### config.mk
export PLATFORM = sky130hd
export DESIGN_NAME = gdf_global_flags
export DESIGN_NICKNAME = d
export VERILOG_FILES = /design/src/verilog/gdf_pkg.sv /design/src/verilog/gdf_flag_cell.sv /design/src/verilog/gdf_global_flags.sv
export VERILOG_INCLUDE_DIRS = /design/src /design/src/verilog
export SDC_FILE = /design/constraint.sdc
export NUM_CORES = 1
export LEC_CHECK = 0
export ABC_AREA = 0
export BUFFER_PORTS_ARGS = -buffer_cell sky130_fd_sc_hd__buf_2
export CAP_MARGIN = 20
export CORE_AREA = 8 8 115 117
export CTS_CLUSTER_DIAMETER = 150
export DETAILED_ROUTE_END_ITERATION = 10
export DIE_AREA = 0 0 123 125
export GPL_TIMING_DRIVEN = 0
export PLACE_DENSITY = 0.66
export SETUP_SLACK_MARGIN = 0.1
export SYNTH_ARGS = -nofsm -noshare
export SYNTH_HDL_FRONTEND = slang
export SYNTH_SLANG_ARGS = --single-unit
### constraint.sdc
create_clock -name clk_sys -period 1.6 [get_ports clk_sys]
set_input_delay 0 -clock clk_sys [delete_from_list [all_inputs] [get_ports clk_sys]]
set_output_delay 0 -clock clk_sys [all_outputs]
set_load 0.02 [all_outputs]
### src/verilog/gdf_params.svh
// constants for the gate driver global flag block
`ifndef GDF_PARAMS_SVH
`define GDF_PARAMS_SVH
// How it works
// - config bit 7 set routes an analog test signal onto the enable pin, clear means normal operation.
// - with the test output on, the dead time field picks temperature, dac or high side supply for the pin.
// - the amplifier off bit keeps the sense amplifiers powered at 0 and powers them down at 1.
// - writing a one to a flag bit clears that flag, writing a zero leaves it alone.
// - taking the enable input low and high again clears every flag but reset seen and prewarning.
// - clearing a flag never re-enables a shorted transistor; its gate input must go low first.
// - flag bit 0 is set by every reset, and reset returns all registers to their reset values.
// - a write-one clear of reset seen only works while the enable input is high.
// - the prewarning flag latches above the prewarning level and causes no protective action.
// - flag bit 3 latches a pump undervoltage and is kept for information.
// - the shutdown flag ignores clears while overtemperature persists.
// - the shutdown flag is ored into the fault status output.

`define GDF_FRAME_BITS 6'h28
`define GDF_ADDR_CONF 7'h00
`define GDF_ADDR_FLAGS 7'h01
`define GDF_ADDR_DTIME 7'h0A
`define GDF_BIT_AMP_OFF 6
`define GDF_BIT_TEST 7
`define GDF_FLAG_RESET 0
`define GDF_FLAG_PREWARN 1
`define GDF_FLAG_SHUTDOWN 2
`define GDF_FLAG_PUMP_UV 3
`define GDF_FLAGS_RST 4'h1
`define GDF_CONF_RST 1'h0
`define GDF_DTIME_RST 2'h0
`endif

### src/verilog/gdf_pkg.sv
// types shared by the global flag block
package gdf_pkg;
  typedef enum logic {GDF_IDLE, GDF_SHIFT} gdf_spi_state_e;
  typedef enum logic [1:0] {GDF_TSEL_TEMP, GDF_TSEL_DAC, GDF_TSEL_HSUPPLY, GDF_TSEL_NONE} gdf_test_sel_e;
  typedef logic [3:0] gdf_flags_t;
  typedef logic [6:0] gdf_addr_t;
endpackage

### src/verilog/gdf_flag_cell.sv
// one sticky status flag with set priority
`timescale 1ns/1ps
module gdf_flag_cell #(
  parameter logic RESET_VAL = 1'b0
) (
  input wire logic clk_sys,
  input wire logic rst,
  input wire logic setCond,
  input wire logic clearReq,
  output logic flagNow,
  output logic flagNext
);
  logic flag_reg;
  logic flag_next;

  // ==========================================
  // next value
  always_comb begin
    flag_next = setCond | (flag_reg & ~clearReq);
  end

  always_ff @(posedge clk_sys) begin
    if (rst) begin
      flag_reg <= RESET_VAL;
    end else begin
      flag_reg <= flag_next;
    end
  end

  assign flagNow = flag_reg;
  assign flagNext = flag_next;
endmodule

### src/verilog/gdf_global_flags.sv
// global config tail bits, global flags and register port
`timescale 1ns/1ps
`include "gdf_params.svh"
module gdf_global_flags (
  input wire logic clk_sys,
  input wire logic rst,
  input wire logic spiCsN,
  input wire logic spiSck,
  input wire logic spiSdi,
  output logic spiSdo,
  input wire logic drvEnable,
  input wire logic tempPrewarn,
  input wire logic tempShutdown,
  input wire logic pumpUv,
  input wire logic [5:0] shortDetect,
  input wire logic [2:0] highSideGateInput,
  input wire logic [2:0] lowSideGateInput,
  output logic [2:0] highSideGateOut,
  output logic [2:0] lowSideGateOut,
  output logic ampPowerDown,
  output logic testOutEnable,
  output logic [1:0] testSelect,
  output logic faultStatus
);
  // ==========================================
  // register read mux
  function automatic logic [31:0] gdf_read(
    input gdf_pkg::gdf_addr_t addr,
    input logic ampOff,
    input logic testOn,
    input gdf_pkg::gdf_flags_t flags,
    input logic [1:0] dtime
  );
    logic [31:0] word;
    word = 32'h0000_0000;
    if (addr == `GDF_ADDR_CONF) begin
      word[`GDF_BIT_AMP_OFF] = ampOff;
      word[`GDF_BIT_TEST] = testOn;
    end else if (addr == `GDF_ADDR_FLAGS) begin
      word[3:0] = flags;
    end else if (addr == `GDF_ADDR_DTIME) begin
      word[1:0] = dtime;
    end
    return word;
  endfunction

  // ==========================================
  // serial port, 40 bit frames: write bit, 7 bit address, 32 bit data
  // the msb stands from the select edge on, so a host takes each bit just before its sck fall
  gdf_pkg::gdf_spi_state_e state_reg, state_next;
  logic [5:0] bitCnt_reg, bitCnt_next;
  logic [39:0] shiftIn_reg, shiftIn_next;
  logic [39:0] shiftOut_reg, shiftOut_next;
  logic sckPrev_reg, sckPrev_next;
  logic sdo_reg, sdo_next;
  gdf_pkg::gdf_addr_t readAddr_reg, readAddr_next;
  logic wrStrobe;
  gdf_pkg::gdf_addr_t wrAddr;
  logic [31:0] wrData;
  gdf_pkg::gdf_flags_t flagsNow, flagsNext;
  logic ampOff_reg, ampOff_next;
  logic testOn_reg, testOn_next;
  logic [1:0] dtime_reg, dtime_next;

  // pins are synchronous, so sck edges are found against its last sample
  always_comb begin
    state_next = state_reg;
    bitCnt_next = bitCnt_reg;
    shiftIn_next = shiftIn_reg;
    shiftOut_next = shiftOut_reg;
    sckPrev_next = spiSck;
    sdo_next = sdo_reg;
    readAddr_next = readAddr_reg;
    wrStrobe = 1'b0;
    wrAddr = shiftIn_reg[38:32];
    wrData = shiftIn_reg[31:0];
    case (state_reg)
      gdf_pkg::GDF_IDLE: begin
        if (!spiCsN) begin
          state_next = gdf_pkg::GDF_SHIFT;
          bitCnt_next = 6'h00;
          shiftOut_next = {4'h0, flagsNow, gdf_read(readAddr_reg, ampOff_reg, testOn_reg, flagsNow, dtime_reg)};
          sdo_next = shiftOut_next[39];
        end
      end
      gdf_pkg::GDF_SHIFT: begin
        if (spiCsN) begin
          state_next = gdf_pkg::GDF_IDLE;
          // short or long frames are dropped whole
          if (bitCnt_reg == `GDF_FRAME_BITS) begin
            wrStrobe = shiftIn_reg[39];
            readAddr_next = shiftIn_reg[38:32];
          end
        end else begin
          if (spiSck && !sckPrev_reg && bitCnt_reg != 6'h3F) begin
            shiftIn_next = {shiftIn_reg[38:0], spiSdi};
            bitCnt_next = bitCnt_reg + 6'h01;
          end
          if (!spiSck && sckPrev_reg) begin
            shiftOut_next = {shiftOut_reg[38:0], 1'b0};
            sdo_next = shiftOut_reg[38];
          end
        end
      end
      default: state_next = gdf_pkg::GDF_IDLE;
    endcase
  end

  always_ff @(posedge clk_sys) begin
    if (rst) begin
      state_reg <= gdf_pkg::GDF_IDLE;
      bitCnt_reg <= 6'h00;
      shiftIn_reg <= 40'h00_0000_0000;
      shiftOut_reg <= 40'h00_0000_0000;
      sckPrev_reg <= 1'b1;
      sdo_reg <= 1'b0;
      readAddr_reg <= `GDF_ADDR_FLAGS;
    end else begin
      state_reg <= state_next;
      bitCnt_reg <= bitCnt_next;
      shiftIn_reg <= shiftIn_next;
      shiftOut_reg <= shiftOut_next;
      sckPrev_reg <= sckPrev_next;
      sdo_reg <= sdo_next;
      readAddr_reg <= readAddr_next;
    end
  end

  assign spiSdo = sdo_reg;

  // ==========================================
  // configuration bits
  always_comb begin
    ampOff_next = ampOff_reg;
    testOn_next = testOn_reg;
    dtime_next = dtime_reg;
    if (wrStrobe && wrAddr == `GDF_ADDR_CONF) begin
      ampOff_next = wrData[`GDF_BIT_AMP_OFF];
      testOn_next = wrData[`GDF_BIT_TEST];
    end else if (wrStrobe && wrAddr == `GDF_ADDR_DTIME) begin
      dtime_next = wrData[1:0];
    end
  end

  always_ff @(posedge clk_sys) begin
    if (rst) begin
      ampOff_reg <= `GDF_CONF_RST;
      testOn_reg <= `GDF_CONF_RST;
      dtime_reg <= `GDF_DTIME_RST;
    end else begin
      ampOff_reg <= ampOff_next;
      testOn_reg <= testOn_next;
      dtime_reg <= dtime_next;
    end
  end

  // ==========================================
  // global flags
  logic enPrev_reg, enPrev_next;
  logic enToggle;
  gdf_pkg::gdf_flags_t w1c;
  gdf_pkg::gdf_flags_t setVec;
  gdf_pkg::gdf_flags_t clrVec;
  // reset value per flag, indexed so each cell takes exactly one bit
  localparam gdf_pkg::gdf_flags_t FLAGS_RST = `GDF_FLAGS_RST;

  // held high through reset so an enable already high is not seen as a toggle
  always_comb begin
    enPrev_next = drvEnable;
    enToggle = drvEnable && !enPrev_reg;
    w1c = (wrStrobe && wrAddr == `GDF_ADDR_FLAGS) ? wrData[3:0] : 4'h0;
    setVec = 4'h0;
    setVec[`GDF_FLAG_PREWARN] = tempPrewarn;
    setVec[`GDF_FLAG_SHUTDOWN] = tempShutdown;
    setVec[`GDF_FLAG_PUMP_UV] = pumpUv;
    clrVec = w1c;
    clrVec[`GDF_FLAG_RESET] = w1c[`GDF_FLAG_RESET] & drvEnable;
    clrVec[`GDF_FLAG_SHUTDOWN] = w1c[`GDF_FLAG_SHUTDOWN] | enToggle;
    clrVec[`GDF_FLAG_PUMP_UV] = w1c[`GDF_FLAG_PUMP_UV] | enToggle;
  end

  always_ff @(posedge clk_sys) begin
    if (rst) begin
      enPrev_reg <= 1'b1;
    end else begin
      enPrev_reg <= enPrev_next;
    end
  end

  for (genvar i = 0; i < 4; i++) begin : g_flag
    gdf_flag_cell #(
      .RESET_VAL(FLAGS_RST[i])
    ) u_cell (
      .clk_sys(clk_sys),
      .rst(rst),
      .setCond(setVec[i]),
      .clearReq(clrVec[i]),
      .flagNow(flagsNow[i]),
      .flagNext(flagsNext[i])
    );
  end

  // ==========================================
  // short lockout and pin outputs
  logic [5:0] shortLatch_reg, shortLatch_next;
  logic [5:0] gateOut_reg, gateOut_next;
  logic [5:0] gateIn;
  logic fault_reg, fault_next;
  logic ampPd_reg, ampPd_next;
  logic testEn_reg, testEn_next;
  logic [1:0] tsel_reg, tsel_next;

  // a short is only released by its own gate input going low, never by a flag write
  always_comb begin
    gateIn = {highSideGateInput, lowSideGateInput};
    shortLatch_next = shortDetect | (shortLatch_reg & gateIn);
    gateOut_next = gateIn & ~shortLatch_next;
    fault_next = flagsNext[`GDF_FLAG_SHUTDOWN] | (|shortLatch_next);
    ampPd_next = ampOff_next;
    testEn_next = testOn_next;
    tsel_next = testOn_next ? dtime_next : gdf_pkg::GDF_TSEL_NONE;
  end

  always_ff @(posedge clk_sys) begin
    if (rst) begin
      shortLatch_reg <= 6'h00;
      gateOut_reg <= 6'h00;
      fault_reg <= 1'b0;
      ampPd_reg <= `GDF_CONF_RST;
      testEn_reg <= `GDF_CONF_RST;
      tsel_reg <= gdf_pkg::GDF_TSEL_NONE;
    end else begin
      shortLatch_reg <= shortLatch_next;
      gateOut_reg <= gateOut_next;
      fault_reg <= fault_next;
      ampPd_reg <= ampPd_next;
      testEn_reg <= testEn_next;
      tsel_reg <= tsel_next;
    end
  end

  assign highSideGateOut = gateOut_reg[5:3];
  assign lowSideGateOut = gateOut_reg[2:0];
  assign ampPowerDown = ampPd_reg;
  assign testOutEnable = testEn_reg;
  assign testSelect = tsel_reg;
  assign faultStatus = fault_reg;
endmodule

* Word-level counts from Yosys, hierarchy flattened
Cells that the tools add are included. Widths: inputs -> output; s select.
Storage, ports and cells: word-level logic and storage cells 95, input bits 21, register bits after elaboration 119, output and inout port bits 12
Operators by class: reductions and logical operators 18, equality and inequality tests 10, bitwise operators 22, mux-type cells 25, $add $sub $neg 1
Operators by type and width (count):
- $mux 39 | 3
- $pmux 39 s2 | 1
- $mux 6 | 3
- $eq 7x1->1 const B | 2
- $eq 7x4->1 const B | 2
- $logic_not 7->1 | 2
- $and 6x6->6 | 2
- $mux 2 | 6
- $pmux 6 s2 | 1
- $reduce_and 3->1 | 4
- $mux 1 | 8
- $mux 4 | 2
- $logic_and 1x1->1 | 7
- $not 1->1 | 7
- $add 6x1->6 const B | 1
- $eq 6x6->1 const B | 1
- $ne 6x6->1 const B | 1
- $not 6->6 | 1
- $or 1x1->1 | 6
- $or 6x6->6 | 1
- $reduce_or 6->1 | 1
- $and 1x1->1 | 5
- $ne 2x1->1 const B | 2
- $ne 2x2->1 const B | 2
- other kinds (3) | 5

* Longest topological paths before layout
depth after elaboration 11, mapped depth 7, mapped depth without buffers 6

* Modules after synthesis
From an unflattened synthesis, not the netlist that was laid out.
Second synthesis, totals: cell total of the unflattened synthesis 506, area, all modules 4506.8 um2
Modules (own cells, without submodules):
- gdf_global_flags | sequential area each 2302.2 um2, area an instance 4315.4 um2, cells an instance 487, instances 1
- gdf_flag_cell (g_flag[1].u_cell ...) | sequential area each 20.0 um2, area an instance 50.0 um2, cells an instance 5, instances 3
- gdf_flag_cell (g_flag[0].u_cell) | sequential area each 20.0 um2, area an instance 41.3 um2, cells an instance 4, instances 1

* Worst setup path after synthesis
OpenSTA, ideal clock, no wires.
path kind register -> register, start point register bitCnt_reg[0], end point register tsel_reg[1], in the netlist testSelect[1], setup time 0.123 ns, stages on the path, launching flop included 8, buffers on the path 1, arrival time 1.499 ns, slack -0.023 ns, period minus slack after synthesis 1.623 ns, data required time 1.477 ns, path through dfxtp_1 -> inv_1 -> ha_1 -> nand4bb_4 -> buf_2 -> nor4_4 -> mux2i_1 -> nand2_1
On the way: word-level cells in the longest chain between the ends 8, elaborated cells on any way between the ends 11, classes of those cells eq/ne (1); mux (6); bitwise (1); reduce/logical (3)
RTL lines:
- start: declaration | line gdf_global_flags.sv:51 | logic [5:0] bitCnt_reg, bitCnt_next;
- start signal: assignment | line gdf_global_flags.sv:120 | bitCnt_reg <= bitCnt_next;
- $eq 6x6->1 (no line) (*)
- $mux 1 (*) | line gdf_global_flags.sv:90 | if (bitCnt_reg == `GDF_FRAME_BITS) begin
- $mux 1 (*) | line gdf_global_flags.sv:87 | if (spiCsN) begin
- $mux 1 (*) | line gdf_global_flags.sv:77 | case (state_reg)
- $logic_and 1x1->1 (no line)
- $mux 1 | line gdf_global_flags.sv:137 | if (wrStrobe && wrAddr == `GDF_ADDR_CONF) begin
- $not 1->1 (no line)
- $reduce_or 2->1 (no line)
- end signal: assignment | line gdf_global_flags.sv:231 | tsel_reg <= gdf_pkg::GDF_TSEL_NONE;
- end signal: assignment | line gdf_global_flags.sv:238 | tsel_reg <= tsel_next;
- end: declaration | line gdf_global_flags.sv:211 | logic [1:0] tsel_reg, tsel_next;
Every way passes the cells marked *; elsewhere a longest branch is shown, timed or not. A chain may end at the register's enable or synchronous reset.

* Final worst setup path
start point register shiftIn_reg[36], end point register tsel_reg[1], in the netlist testSelect[1]
On the way: word-level cells in the longest chain between the ends 5, elaborated cells on any way between the ends 9, classes of those cells eq/ne (1); mux (3); bitwise (1); reduce/logical (4)
RTL lines:
- start: declaration | line gdf_global_flags.sv:52 | logic [39:0] shiftIn_reg, shiftIn_next;
- start signal: assignment | line gdf_global_flags.sv:121 | shiftIn_reg <= shiftIn_next;
- $logic_not 7->1 (no line)
- $logic_and 1x1->1 (no line)
- $mux 1 | line gdf_global_flags.sv:137
- $not 1->1 (no line)
- $reduce_or 2->1 (no line)
Parallel ways exist; a longest one is shown, timed or not.

==> results.md <==
* Count of unresolved DRC violations after routing at 0
* Critical path cell sequence: or3_4 -> nor4b_4 -> mux2i_2 -> nand2_1
* Setup-failing EPs final at 28
* Cell depth of the worst setup path at 4
* Initial antenna violation count at 0
* Number of max-capacitance violations reported at 0
* Depth of the worst register-to-register path at 4
* Most frequently used cell type in the post-synthesis netlist: sky130_fd_sc_hd__dfxtp_1
* Final wirelength at 11600 µm
* Die height at 125 µm
* Violated checks: negative setup slack
* Final GP Congestion at 0.822
* Setup TNS after final layout at -692 ps
* Worst-case clock skew at 11.5 ps
* Total leakage power at 2.31 nW
* Post-synth top area share at 53.8%
* Average detailed-routed wire length per instance at 15.5 µm
* Number of synthesized flops with an enable pin at 0
* Pin count of the biggest net entering global routing at 17
* Growth of design area from synthesis to finish at 44.0%
* Critical path capture point type: flop
* Number of max-slew violations in the final report at 0
* First-pass iteration count of the detailed router at 8
* Maximum buffer depth of the clock tree at 2
* Number of buffer and inverter stages on the critical path at 0
* Flop2flop setup slack at -100 ps
* Endpoint, Worst Hold: bitCnt_reg[4]
* Maximum resistive drop on vdd at 0.865 mV
* Total number of vias at 3906
* # H-tree levels at 4
* Outcome: complete, but fails checks
* Number of global-route vias before repair at 3870
* Clock-pin slew reported for the worst setup and hold paths after clock tree synthesis at 60 ps
* Crit path required time at 1870 ps
* Count of mapped cells out of synthesis at 492
* Synth Warn # at 0
* Gate family responsible for the most delay along the worst path: simple AND/OR/NAND/NOR gates
* Final hold violations at 0
* Post-synth cell types at 43
* Minimum period implied by the final worst setup slack at 1700 ps
* Total routing usage reported by global routing at 14.7%
* Standard cell with the maximum stage delay on the critical path: sky130_fd_sc_hd__or3_4
* Ports placed on the boundary at 33
* Cell Pwr Density at 1150 nW/µm²
* Number of fillers in the final layout at 962
* Beginning of the worst register-to-register path: shiftIn_reg[36]
* Detailed placer's ending HPWL at 6830 µm
* Post-DRT Antenna Nets at 0
* IO Port Bufs at 31
* Root buffer cell: sky130_fd_sc_hd__clkbuf_16
* Worst hold path stage count at 3
* Share of the yosys chip area belonging to registers at 53.8%
* Async set-or-reset flop fraction in the synthesized netlist at 0%
* Worst hold-check path type: input pin to flop
* Average cell area after synthesis at 9.01 µm²
* Library cell occupying the most area in the post-synthesis netlist: sky130_fd_sc_hd__dfxtp_1
* Post-synth net total at 515
* Total global routing overflow at 0
* Most common library cells after synthesis: sky130_fd_sc_hd__dfxtp_1, sky130_fd_sc_hd__nand2_1, sky130_fd_sc_hd__a21oi_1
* Synth area leaders: sky130_fd_sc_hd__dfxtp_1, sky130_fd_sc_hd__nand2_1, sky130_fd_sc_hd__a21oi_1, sky130_fd_sc_hd__a22oi_1, sky130_fd_sc_hd__nor2_1
* Wire length of the first global-routing pass at 18300 µm
* Final clock period utilization by the worst path at 106%
* Clock sinks at 119
* Hold Startpoint: rst
* Number of DRC violations after detailed-routing iteration 0 at 195
* Horiz. Die Dim at 123 µm
* Flip-flop count of the largest register, all copies and words added at 40
* Number of antenna diodes at 0
* NumNets Final at 613
* Max transition margin at 60.7%
* R2r endpoint: testSelect[1]
* Data arrival time of the worst path at 1970 ps
* Floorplan Core Area at 11600 µm²
* Top_reg_cell synth: sky130_fd_sc_hd__dfxtp_1
* Netlist area before placement at 4430 µm²
* Launching element type of the critical path: flop
* Post-route standard cell area excluding fillers at 6380 µm²
* Worst Tran Pin Value at 589 ps
* Maximum cell stage delay along the critical path at 420 ps
* Worst Setup Slack, final at -98.9 ps
* Die footprint at 15400 µm²
* Unrepaired setup endpoints after global routing: true
* Layout cells sized above 1 at 31.2%
* DP Area at 4800 µm²
* Number of CTS-inserted buffers at 17
* Largest driver fanout on the critical path at 3
* CTS tree: done
* Highest attainable clock frequency at 589 MHz
* Number of rows in the core area at 40
* Critical path class: flop to flop
* Vias per std cell at 5.21
* Initial Util at 38.2%
* Latest clock arrival within the worst-skew pair at 410 ps
* Total of flip-flops plus latches after synthesis at 119
-- layout by cell type (no fill, tap or decap), types with 4 or more instances in the layout --
master,netlist,routed
sky130_fd_sc_hd__a211oi_1,4,4
sky130_fd_sc_hd__a21oi_1,57,40
sky130_fd_sc_hd__a21oi_2,0,17
sky130_fd_sc_hd__a22oi_1,30,28
sky130_fd_sc_hd__a31oi_1,5,4
sky130_fd_sc_hd__buf_2,8,33
sky130_fd_sc_hd__buf_4,0,16
sky130_fd_sc_hd__buf_6,0,8
sky130_fd_sc_hd__buf_8,0,5
sky130_fd_sc_hd__clkbuf_1,25,13
sky130_fd_sc_hd__clkbuf_16,0,19
sky130_fd_sc_hd__clkbuf_8,0,6
sky130_fd_sc_hd__dfxtp_1,119,108
sky130_fd_sc_hd__dfxtp_2,0,7
sky130_fd_sc_hd__dfxtp_4,0,4
sky130_fd_sc_hd__dlygate4sd3_1,0,25
sky130_fd_sc_hd__mux2i_1,8,7
sky130_fd_sc_hd__nand2_1,94,86
sky130_fd_sc_hd__nand2_2,0,7
sky130_fd_sc_hd__nand2b_1,7,6
sky130_fd_sc_hd__nand3_1,6,4
sky130_fd_sc_hd__nand4b_1,4,4
sky130_fd_sc_hd__nor2_1,55,54
sky130_fd_sc_hd__nor4b_1,8,6
sky130_fd_sc_hd__nor4b_4,1,4
sky130_fd_sc_hd__o21ai_1,0,4
sky130_fd_sc_hd__o21ai_2,0,7
-- per-stage QoR --
stage	power [mW]	hold WS, ps	util [%]	std cells	setup WS, ps
5_1_grt	7.58	157	54.9	750	-161
2_1_floorplan	3.27	72.4	-	492	105
6_report	7.37	148	54.9	750	-98.9
3_5_place_dp	3.37	187	41.3	670	-282
4_1_cts	7.37	138	51.8	741	-87.1
3_3_place_gp	3.36	181	41.3	670	-203
-- worst register-to-register path, delay by kind of cell, from the launching register on --
| family | cells | cell delay (ps) |
|---|---|---|
| flops | 1 | 310 |
| simple gates | 3 | 940 |
| mux | 1 | 320 |
-- worst max-delay path by stage --
stage	from	end	slack, ps
after floorplan	bitCnt_reg[0]	bitCnt_reg[5]	110
after global placement	bitCnt_reg[0]	shiftIn_reg[5]	-200
after detailed placement	shiftIn_reg[33]	testSelect[1]	-280
after CTS	shiftIn_reg[37]	testSelect[1]	-90
after global routing	shiftIn_reg[36]	testSelect[1]	-160
final	shiftIn_reg[36]	testSelect[1]	-100
-- where the power goes --
group	switching, mW	internal (mW)
registers	0.0351	3.01
clock network	1.40	2.55
logic	0.210	0.167
total	1.65	5.72
-- logic make-up after synthesis --
group	after synthesis	synth area share [%]
AND/OR/NAND/NOR	199	22.6
XOR/XNOR	1	0.198
flip-flops	119	53.8
AO/OA/AOI/OAI	125	17.7
adder cells (fa/ha/maj)	2	0.565
multiplexers	8	1.81
buffers and inverters	38	3.45
-- routing by layer --
| layer | part of all wire [%] | wire length, µm | track usage [%] | vias to the layer above |
|---|---|---|---|---|
| li1 | - | - | - | 1922 |
| met1 | 42 | 4890 | 16.5 | 1888 |
| met2 | 52 | 6030 | 25.3 | 80 |
| met3 | 4.6 | 536 | 4.55 | 16 |
| met4 | 1.5 | 171 | 5.46 | 0 |
| met5 | 0 | 0 | 0 | - |
-- area by class of cell --
class	count	area (µm²)	share of cell area (%)
inverter	5	21.3	0.333
clock buffer	19	453	7.10
tap	147	184	2.88
clock inverter	13	168	2.63
buffer	32	248	3.88
timing repair buffer	80	659	10.3
multi-input combinational	335	2240	35.1
sequential	119	2410	37.7
-- what timing repair did --
item	in CTS	in global routing
hold endpoints to repair	21	0
hold buffers	25	0
pin swaps	20	16
resized for setup	64	78
endpoints found under the setup margin	103	92
cloned	2	2
setup buffers	12	8
No activity file was read; power rests on OpenSTA's default activity.
